`config.mk`:
```
export PLATFORM = sky130hd
export DESIGN_NAME = alu_core
export DESIGN_NICKNAME = d
export VERILOG_FILES = /design/src/hw/alu_pkg.sv /design/src/hw/alu_core.sv /design/src/hw/file_mem.sv
export SDC_FILE = /design/constraint.sdc
export NUM_CORES = 2
export LEC_CHECK = 0
export BUFFER_PORTS_ARGS = -buffer_cell sky130_fd_sc_hd__buf_2
export CORE_ASPECT_RATIO = 2
export CORE_MARGIN = 5
export CORE_UTILIZATION = 30
export DETAILED_ROUTE_END_ITERATION = 10
export PLACE_DENSITY = 0.44
export SYNTH_ARGS = -nofsm -noshare
export SYNTH_HDL_FRONTEND = slang
export SYNTH_SLANG_ARGS = --single-unit
```
`constraint.sdc`:
```
create_clock -name clock -period 16.9 [get_ports clock]
set_input_delay 2.535 -clock clock [delete_from_list [all_inputs] [get_ports clock]]
set_output_delay 2.535 -clock clock [all_outputs]
set_load 0.02 [all_outputs]
```
`src/hw/alu_pkg.sv`:
```
// constants, register map and enumerations for the accumulator datapath
// Operation
// RQ1 - pointer add sign-extends a 6-bit literal (-32..31) onto the chosen 16-bit pointer, flags untouched.
// RQ2 - the pointer sum wraps modulo 2^16 instead of saturating.
// RQ3 - and_imm_into_acc ands the accumulator with the literal into the accumulator, zero only.
// RQ4 - add_imm_into_acc adds the literal into the accumulator, updating carry, half carry and zero.
// RQ5 - and_acc_with_file ands accumulator and file register to the chosen destination, zero only.
// RQ6 - add_acc_with_file adds accumulator and file register to the chosen destination with all flags.
// RQ7 - arith_shift_right_file keeps bit 7, shifts 7:1 down, old bit 0 to carry, updates carry and zero.
// RQ8 - add_acc_file_carry adds accumulator, file register and carry to the chosen destination with all flags.
// RQ9 - rotate_right_thru_carry rotates the file register right through carry, only carry changes.
// RQ10 - imm_minus_acc stores literal minus accumulator; carry and half carry mean no borrow.
// RQ11 - file_minus_acc stores file minus accumulator to the chosen destination with the same flag sense.
// RQ12 - file_minus_acc_borrow also subtracts the inverted carry, updating all flags.
// RQ13 - sleep clears watchdog counter and prescaler, sets timeout_status_n, clears power_down_status_n, halts.
// RQ14 - carry is the bit 7 carry out, half carry the bit 3 carry out, zero flags an all-zero result.
package alu_pkg;
   localparam int DATA_W = 8;
   localparam int FILE_AW = 7;
   localparam int PTR_W = 16;
   localparam int APB_AW = 8;
   // register byte addresses
   localparam logic [7:0] ADDR_INSTR = 8'h00;
   localparam logic [7:0] ADDR_ACC = 8'h04;
   localparam logic [7:0] ADDR_STATUS = 8'h08;
   localparam logic [7:0] ADDR_PTR0 = 8'h0c;
   localparam logic [7:0] ADDR_PTR1 = 8'h10;
   localparam logic [7:0] ADDR_FADDR = 8'h14;
   localparam logic [7:0] ADDR_FDATA = 8'h18;
   localparam logic [7:0] ADDR_WDOG = 8'h1c;
   // instruction word fields
   localparam int OP_LSB = 0;
   localparam int OP_MSB = 3;
   localparam int DEST_BIT = 4;
   localparam int PIDX_BIT = 5;
   localparam int FA_LSB = 8;
   localparam int FA_MSB = 14;
   localparam int LIT_LSB = 16;
   localparam int LIT_MSB = 23;
   // status fields
   localparam int ST_C = 0;
   localparam int ST_DC = 1;
   localparam int ST_Z = 2;
   localparam int ST_PD_N = 3;
   localparam int ST_TO_N = 4;
   localparam int ST_BUSY = 5;
   localparam int ST_HALT = 6;
   localparam int ST_WAKE = 8;
   // reset values
   localparam logic [7:0] ACC_RST = 8'h00;
   localparam logic [15:0] PTR_RST = 16'h0000;
   localparam logic TO_N_RST = 1'b1;
   localparam logic PD_N_RST = 1'b1;
   // watchdog prescaler terminal count
   localparam logic [7:0] WDOG_PRE_MAX = 8'hff;

   typedef enum logic [3:0] {
      pointer_add_imm         = 4'b0000,
      and_imm_into_acc        = 4'b0001,
      add_imm_into_acc        = 4'b0010,
      and_acc_with_file       = 4'b0011,
      add_acc_with_file       = 4'b0100,
      arith_shift_right_file  = 4'b0101,
      add_acc_file_carry      = 4'b0110,
      rotate_right_thru_carry = 4'b0111,
      imm_minus_acc           = 4'b1000,
      file_minus_acc          = 4'b1001,
      file_minus_acc_borrow   = 4'b1010,
      op_sleep                = 4'b1011
   } op_t;

   typedef enum logic [1:0] {
      st_idle  = 2'b00,
      st_fetch = 2'b01,
      st_exec  = 2'b10,
      st_sleep = 2'b11
   } state_t;
endpackage : alu_pkg

```
`src/hw/alu_core.sv`:
```
// accumulator datapath with apb register access
module alu_core
   import alu_pkg::*;
(
   // clock and reset
   input  wire logic              clock,
   input  wire logic              rst_n,
   input  wire logic              ce,
   // apb slave
   input  wire logic              psel,
   input  wire logic              penable,
   input  wire logic              pwrite,
   input  wire logic [APB_AW-1:0] paddr,
   input  wire logic [31:0]       pwdata,
   output logic      [31:0]       prdata,
   output logic                   pready,
   output logic                   pslverr,
   // core state
   output logic                   halted
);
   state_t              state_reg;
   state_t              state_next;
   logic [23:0]         instr_reg;
   logic [7:0]          acc_reg;
   logic [7:0]          acc_next;
   logic                c_reg;
   logic                dc_reg;
   logic                z_reg;
   logic                c_next;
   logic                dc_next;
   logic                z_next;
   logic                to_n_reg;
   logic                pd_n_reg;
   logic [15:0]         ptr0_reg;
   logic [15:0]         ptr1_reg;
   logic [15:0]         ptr0_next;
   logic [15:0]         ptr1_next;
   logic [FILE_AW-1:0]  faddr_reg;
   logic [7:0]          wdog_reg;
   logic [7:0]          wpre_reg;
   logic [7:0]          fdata;
   logic [31:0]         rd_mux;

   // apb decode
   wire access   = psel && penable;
   wire ready_ok = (state_reg == st_idle) || (state_reg == st_sleep);
   wire done     = access && pready;
   wire wr_done  = done && pwrite;
   wire hit_instr  = paddr == ADDR_INSTR;
   wire hit_acc    = paddr == ADDR_ACC;
   wire hit_status = paddr == ADDR_STATUS;
   wire hit_ptr0   = paddr == ADDR_PTR0;
   wire hit_ptr1   = paddr == ADDR_PTR1;
   wire hit_faddr  = paddr == ADDR_FADDR;
   wire hit_fdata  = paddr == ADDR_FDATA;
   wire hit_wdog   = paddr == ADDR_WDOG;
   wire mapped = hit_instr | hit_acc | hit_status | hit_ptr0 | hit_ptr1
      | hit_faddr | hit_fdata | hit_wdog;
   wire ready_next = access && !pready && ready_ok;
   // instructions written while halted are dropped
   wire start = wr_done && hit_instr && (state_reg == st_idle);
   wire wake  = wr_done && hit_status && pwdata[ST_WAKE];

   // instruction fields
   wire op_t              op   = op_t'(instr_reg[OP_MSB:OP_LSB]);
   wire                   dest = instr_reg[DEST_BIT];
   wire                   pidx = instr_reg[PIDX_BIT];
   wire [FILE_AW-1:0]     fa   = instr_reg[FA_MSB:FA_LSB];
   wire [7:0]             lit  = instr_reg[LIT_MSB:LIT_LSB];
   wire exec = (state_reg == st_exec) && ce;

   // operand routing
   wire is_imm = (op == and_imm_into_acc) || (op == add_imm_into_acc)
      || (op == imm_minus_acc);
   wire is_and = (op == and_imm_into_acc) || (op == and_acc_with_file);
   wire is_add = (op == add_imm_into_acc) || (op == add_acc_with_file)
      || (op == add_acc_file_carry);
   wire is_sub = (op == imm_minus_acc) || (op == file_minus_acc)
      || (op == file_minus_acc_borrow);
   wire is_asr = op == arith_shift_right_file;
   wire is_rrf = op == rotate_right_thru_carry;
   wire is_arith = is_add || is_sub;
   wire is_file = is_asr || is_rrf || (op == and_acc_with_file)
      || (op == add_acc_with_file) || (op == add_acc_file_carry)
      || (op == file_minus_acc) || (op == file_minus_acc_borrow);
   wire [7:0] b_opnd = is_imm ? lit : fdata;
   // subtraction is a + ~w + carry-in, so carry out means no borrow
   wire use_c = (op == add_acc_file_carry) || (op == file_minus_acc_borrow);
   wire cin   = use_c ? c_reg : is_sub; // RQ12
   wire [7:0] x_op = is_sub ? b_opnd : acc_reg; // RQ10 RQ11
   wire [7:0] y_op = is_sub ? ~acc_reg : b_opnd;
   wire [8:0] sum9 = {1'b0, x_op} + {1'b0, y_op} + {8'h00, cin}; // RQ4 RQ6 RQ8
   wire [4:0] hsum = {1'b0, x_op[3:0]} + {1'b0, y_op[3:0]} + {4'h0, cin};

   // result select
   wire [7:0] res =
      is_arith ? sum9[7:0] :
      is_and   ? (acc_reg & b_opnd) : // RQ3 RQ5
      is_asr   ? {fdata[7], fdata[7:1]} : // RQ7
      is_rrf   ? {c_reg, fdata[7:1]} : // RQ9
      acc_reg;
   wire c_new  = is_arith ? sum9[8] : (is_asr || is_rrf) ? fdata[0] : c_reg; // RQ14
   wire dc_new = is_arith ? hsum[4] : dc_reg; // RQ14
   wire z_upd  = is_arith || is_and || is_asr;
   wire z_new  = z_upd ? (res == 8'h00) : z_reg; // RQ14
   wire to_acc  = is_imm || (is_file && !dest);
   wire to_file = is_file && dest;

   // pointer arithmetic, natural 16-bit wrap
   wire [15:0] sext    = {{10{lit[5]}}, lit[5:0]}; // RQ1
   wire [15:0] ptr_sel = pidx ? ptr1_reg : ptr0_reg;
   wire [15:0] ptr_sum = ptr_sel + sext; // RQ2
   wire ptr_add = exec && (op == pointer_add_imm);

   // next values
   assign acc_next = (exec && to_acc) ? res
      : (wr_done && hit_acc) ? pwdata[7:0] : acc_reg;
   // flags move on exec or a status write; pointer add leaves them alone
   assign c_next  = exec ? c_new
      : (wr_done && hit_status) ? pwdata[ST_C] : c_reg;
   assign dc_next = exec ? dc_new
      : (wr_done && hit_status) ? pwdata[ST_DC] : dc_reg;
   assign z_next  = exec ? z_new
      : (wr_done && hit_status) ? pwdata[ST_Z] : z_reg;
   assign ptr0_next = (ptr_add && !pidx) ? ptr_sum // RQ1
      : (wr_done && hit_ptr0) ? pwdata[15:0] : ptr0_reg;
   assign ptr1_next = (ptr_add && pidx) ? ptr_sum
      : (wr_done && hit_ptr1) ? pwdata[15:0] : ptr1_reg;

   // memory port: fetch owns the read address for one cycle
   wire [FILE_AW-1:0] raddr = (state_reg == st_fetch) ? fa : faddr_reg;
   wire mem_we = (exec && to_file) || (wr_done && hit_fdata); // RQ5 RQ6
   wire [FILE_AW-1:0] waddr = exec ? fa : faddr_reg;
   wire [7:0] wdata = exec ? res : pwdata[7:0];

   file_mem u_mem (
      .clock (clock),
      .rst_n (rst_n),
      .ce    (ce),
      .we    (mem_we),
      .waddr (waddr),
      .wdata (wdata),
      .raddr (raddr),
      .rdata (fdata)
   );

   wire [7:0] status_rd = {1'b0, (state_reg == st_sleep),
      !ready_ok, to_n_reg, pd_n_reg, z_reg, dc_reg, c_reg};
   assign rd_mux =
      hit_instr  ? {8'h00, instr_reg} :
      hit_acc    ? {24'h0, acc_reg} :
      hit_status ? {24'h0, status_rd} :
      hit_ptr0   ? {16'h0, ptr0_reg} :
      hit_ptr1   ? {16'h0, ptr1_reg} :
      hit_faddr  ? {25'h0, faddr_reg} :
      hit_fdata  ? {24'h0, fdata} :
      hit_wdog   ? {24'h0, wdog_reg} : 32'h0;

   always_comb begin
      case (state_reg)
         st_idle:  state_next = start ? st_fetch : st_idle;
         st_fetch: state_next = st_exec;
         st_exec:  state_next = (op == op_sleep) ? st_sleep : st_idle; // RQ13
         st_sleep: state_next = wake ? st_idle : st_sleep;
         default:  state_next = st_idle;
      endcase
   end

   always_ff @(posedge clock) begin
      if (!rst_n) begin
         state_reg <= st_idle;
         instr_reg <= 24'h000000;
         halted    <= 1'b0;
      end else if (ce) begin
         state_reg <= state_next;
         halted    <= state_next == st_sleep;
         if (start) begin
            instr_reg <= pwdata[23:0];
         end
      end
   end

   // bus answer one cycle into the access phase, held while busy
   always_ff @(posedge clock) begin
      if (!rst_n) begin
         pready  <= 1'b0;
         pslverr <= 1'b0;
         prdata  <= 32'h0;
      end else if (ce) begin
         pready  <= ready_next;
         pslverr <= ready_next && !mapped;
         prdata  <= ready_next ? rd_mux : 32'h0;
      end
   end

   always_ff @(posedge clock) begin
      if (!rst_n) begin
         acc_reg  <= ACC_RST;
         c_reg    <= 1'b0;
         dc_reg   <= 1'b0;
         z_reg    <= 1'b0;
         ptr0_reg <= PTR_RST;
         ptr1_reg <= PTR_RST;
      end else if (ce) begin
         acc_reg  <= acc_next;
         c_reg    <= c_next;
         dc_reg   <= dc_next;
         z_reg    <= z_next;
         ptr0_reg <= ptr0_next;
         ptr1_reg <= ptr1_next;
      end
   end

   // watchdog stops with the oscillator while halted; it only wraps
   wire sleep_go = exec && (op == op_sleep);
   always_ff @(posedge clock) begin
      if (!rst_n) begin
         faddr_reg <= '0;
         to_n_reg  <= TO_N_RST;
         pd_n_reg  <= PD_N_RST;
         wdog_reg  <= 8'h00;
         wpre_reg  <= 8'h00;
      end else if (ce) begin
         if (wr_done && hit_faddr) begin
            faddr_reg <= pwdata[FILE_AW-1:0];
         end
         if (sleep_go) begin
            to_n_reg <= 1'b1; // RQ13
            pd_n_reg <= 1'b0; // RQ13
            wdog_reg <= 8'h00; // RQ13
            wpre_reg <= 8'h00; // RQ13
         end else if (state_reg != st_sleep) begin
            wpre_reg <= (wpre_reg == WDOG_PRE_MAX) ? 8'h00 : wpre_reg + 8'h01;
            if (wpre_reg == WDOG_PRE_MAX) begin
               wdog_reg <= wdog_reg + 8'h01;
            end
         end
      end
   end
endmodule : alu_core

```
`src/hw/file_mem.sv`:
```
// file register array with registered read data
module file_mem
   import alu_pkg::*;
(
   // clock
   input  wire logic               clock,
   input  wire logic               rst_n,
   input  wire logic               ce,
   // write port
   input  wire logic               we,
   input  wire logic [FILE_AW-1:0] waddr,
   input  wire logic [DATA_W-1:0]  wdata,
   // read port
   input  wire logic [FILE_AW-1:0] raddr,
   output logic      [DATA_W-1:0]  rdata
);
   logic [DATA_W-1:0] mem [0:(1<<FILE_AW)-1];

   // array itself has no reset, contents are unknown at power-up
   always_ff @(posedge clock) begin
      if (ce && we) begin
         mem[waddr] <= wdata;
      end
   end

   always_ff @(posedge clock) begin
      if (!rst_n) begin
         rdata <= '0;
      end else if (ce) begin
         rdata <= mem[raddr];
      end
   end
endmodule : file_mem

```
==> out/results.ini <==
[status]
outcome = finished clean

[critical_path]
cp.required_ns = 17.28
critPathArrivalTime_ns = 6.78
slowest_stage = o21ai_4
crit_type = reg -> reg
path_cells = nor2b_1 > o311ai_4 > mux2i_1 > mux2_2 > fa_1 > fa_1 > nor2b_1 > o21ai_1 > a21oi_1 > or3_1 > a31oi_1 > o21ai_4 > buf_4 > buf_4
cp-end-kind = flip-flop
critPathTopFamily = compound AO/OA/AOI/OAI gates
start_kind = flip-flop
cp.buffers_inverters = 2
crit_path_max_fanout = 58
critPathMaxStageDelay_ns = 0.86

[clocking]
cts_setup_buffers = 0
numCtsBuffers = 99
cts_root_buf = clkbuf_16
clock_path_buffers = 3
clock_latency_ns = 0.71
post_cts_resized = 0
clock-sinks = 1152
cts_tree = done
clk_pin_slew_ns = 0.07
htreeDepth = 3
cts_hold_buf = 0

[place]
gp_congestion = 0.805
place_inst = 5751
hpwl_mm = 99.9
io_buffers = 64

[finish]
nFillCells = 16037
final_cell_count_no_fill = 5938
area_delta_synth_final_pct = 12.2
multi_input_area_um2 = 14200
final_cell_mix = edfxtp_1 (1024), nand2_1 (648), mux2i_1 (291)
largest_reg_flops = 1024
nets = 3820
final_common_cell = edfxtp_1
drive_gt1_share_pct = 10.1
seq_area_um2 = 33300

[synth]
avgSynthCellArea_um2 = 13.0
ys_seq_elements = 1152
yosysUniqueCellTypes = 81
yosysTopAreaCell = edfxtp_1
synth_edf_count = 1024
syn_inst = 3735
yosysSeqAreaShare_pct = 68.6
synth_top_area_share_pct = 63.3
syn_area_um2 = 48600
yosysWarnings = 0
synthArstFlopShare_pct = 0
yosys-top-cells-area = edfxtp_1 (63%), mux2i_1 (6.1%), dfxtp_1 (5.3%), nand2_1 (5.0%), nand3_1 (2.6%)
yosys_most_used_dff = edfxtp_1

[timing]
slew_violations = 0
fin_tns_setup_ns = 0
tightest_slew_ns = 1.28
rsz0062_at_grt = no
post-route-period-util_pct = 37.8
fin_crit_ns = 6.39
max_freq_mhz = 156
final-hold-violation-count = 0
setup_viol_count_final = 0
skew_ns = 0.0258
max_slew_margin_pct = 12.1

[global_route]
grt_pass1_vias = 30905
grt_pass1_wl_mm = 219
grt.overflow.total = 0
grt_use_total_pct = 17.4
antenna_found_initial = 3
grt_max_degree = 109

[detailed_routing]
highest_layer = met5
drc = 0
wire_per_inst_um = 25.7
drt_pass1_iterations = 5
ant_nets = 0
wirelength_mm = 152
dr_wl_met2_mm = 86.5
via_per_inst = 5.08
route.vias.total = 30176
wl_met3_mm = 4.41
drt-met1-wl_mm = 54.2
drt_iter0_drc = 2026

[floorplan]
core-area_um2 = 162000
dieArea_um2 = 171000
rows = 209
die_h_um = 579
ios = 81
die_w_um = 295
initial_utilization_pct = 30.1

[power]
ir_drop_mv = 0.0810
p_per_area_nw_per_um2 = 101
p_leak_nw = 19.1

[hold_path]
min_path_type = reg -> reg

[flow_run]
drv_cap = 0

## synth_stat cells, drive strengths merged (8+ instances only)
master and n:
xor2 12, and2 14, o32a 14, clkbuf 147, inv 25, xnor2 13
a32oi 32, nand3b 12, nand2b 21, a221oi 13, a31oi 85, nor3 42
nand2 648, o21a 9, edfxtp 1024, nand3 253, mux4 23, nor2b 15
ha 29, o211ai 8, a22oi 23, buf 106, nor2 262, a211oi 36
or3 9, o22ai 121, o21ai 80, mux2 29, mux2i 294, a21oi 106
dfxtp 128, a2111oi 22
## per-layer routing
| layer | GRT usage (%) | vias to the layer above |
|---|---|---|
| met3 | 1.67 | 232 |
| met1 | 18.2 | 15291 |
| li1 | - | 14014 |
| met2 | 34.6 | 637 |
| met4 | 7.83 | 2 |
| met5 | 0 | - |
## path summary, 6_finish.rpt
kind,startpoint,end,slack [ns],cells past startpoint
min reg2reg,pd_n_reg,pd_n_reg,0.45,2
max,instr_reg[3],u_mem.mem[14][6],10.51,14
max reg2reg,instr_reg[3],u_mem.mem[14][6],10.51,14
min,pd_n_reg,pd_n_reg,0.45,2
## layout make-up
type / count / area share, %
antenna: 2 / 0.00918
tap: 2110 / 4.84
timing repair buffer: 152 / 1.85
inverter: 25 / 0.174
clock inverter: 65 / 1.06
multi-input combinational: 2312 / 26.1
clock buffer: 120 / 4.84
sequential: 1152 / 61.1
## per-stage QoR
step	utilization (%)	instance area (um2)	power, mW	hold WS (ns)	setup slack (ns)
6_report	33.7	54500	5.51	0.448	10.51
5_1_grt	33.7	54500	5.68	0.456	10.13
4_1_cts	33.7	54500	5.58	0.448	10.41
3_5_place_dp	31.7	51300	3.25	0.438	10.17
3_3_place_gp	31.7	51300	3.25	0.431	10.18
2_1_floorplan	-	48600	3.21	0.423	7.44
## worst reg2reg max path, cell delays in order (launching register included)
cell and delay [ns]:
dfxtp_1 0.75, nor2b_1 0.22, o311ai_4 0.66, mux2i_1 0.18, mux2_2 0.31, fa_1 0.48
fa_1 0.50, nor2b_1 0.14, o21ai_1 0.09, a21oi_1 0.19, or3_1 0.13, a31oi_1 0.18
o21ai_4 0.86, buf_4 0.59, buf_4 0.67
## power by group
group	internal, mW	switching [mW]
sequential	3.10	0.00353
clock	1.24	1.08
combinational	0.0138	0.0753
total	4.35	1.16
## kinds of logic after synthesis
logic type / share of synthesized area [%]
other: 0.00772
muxes: 7.81
xor gates and xnor gates: 0.451
buffers and inverters: 2.57
DFF: 68.6
AOI/OAI and AO/OA: 8.02
adders and majority gates: 0.871
and+or+nand+nor: 11.7
(Power assumes the default switching activity.)
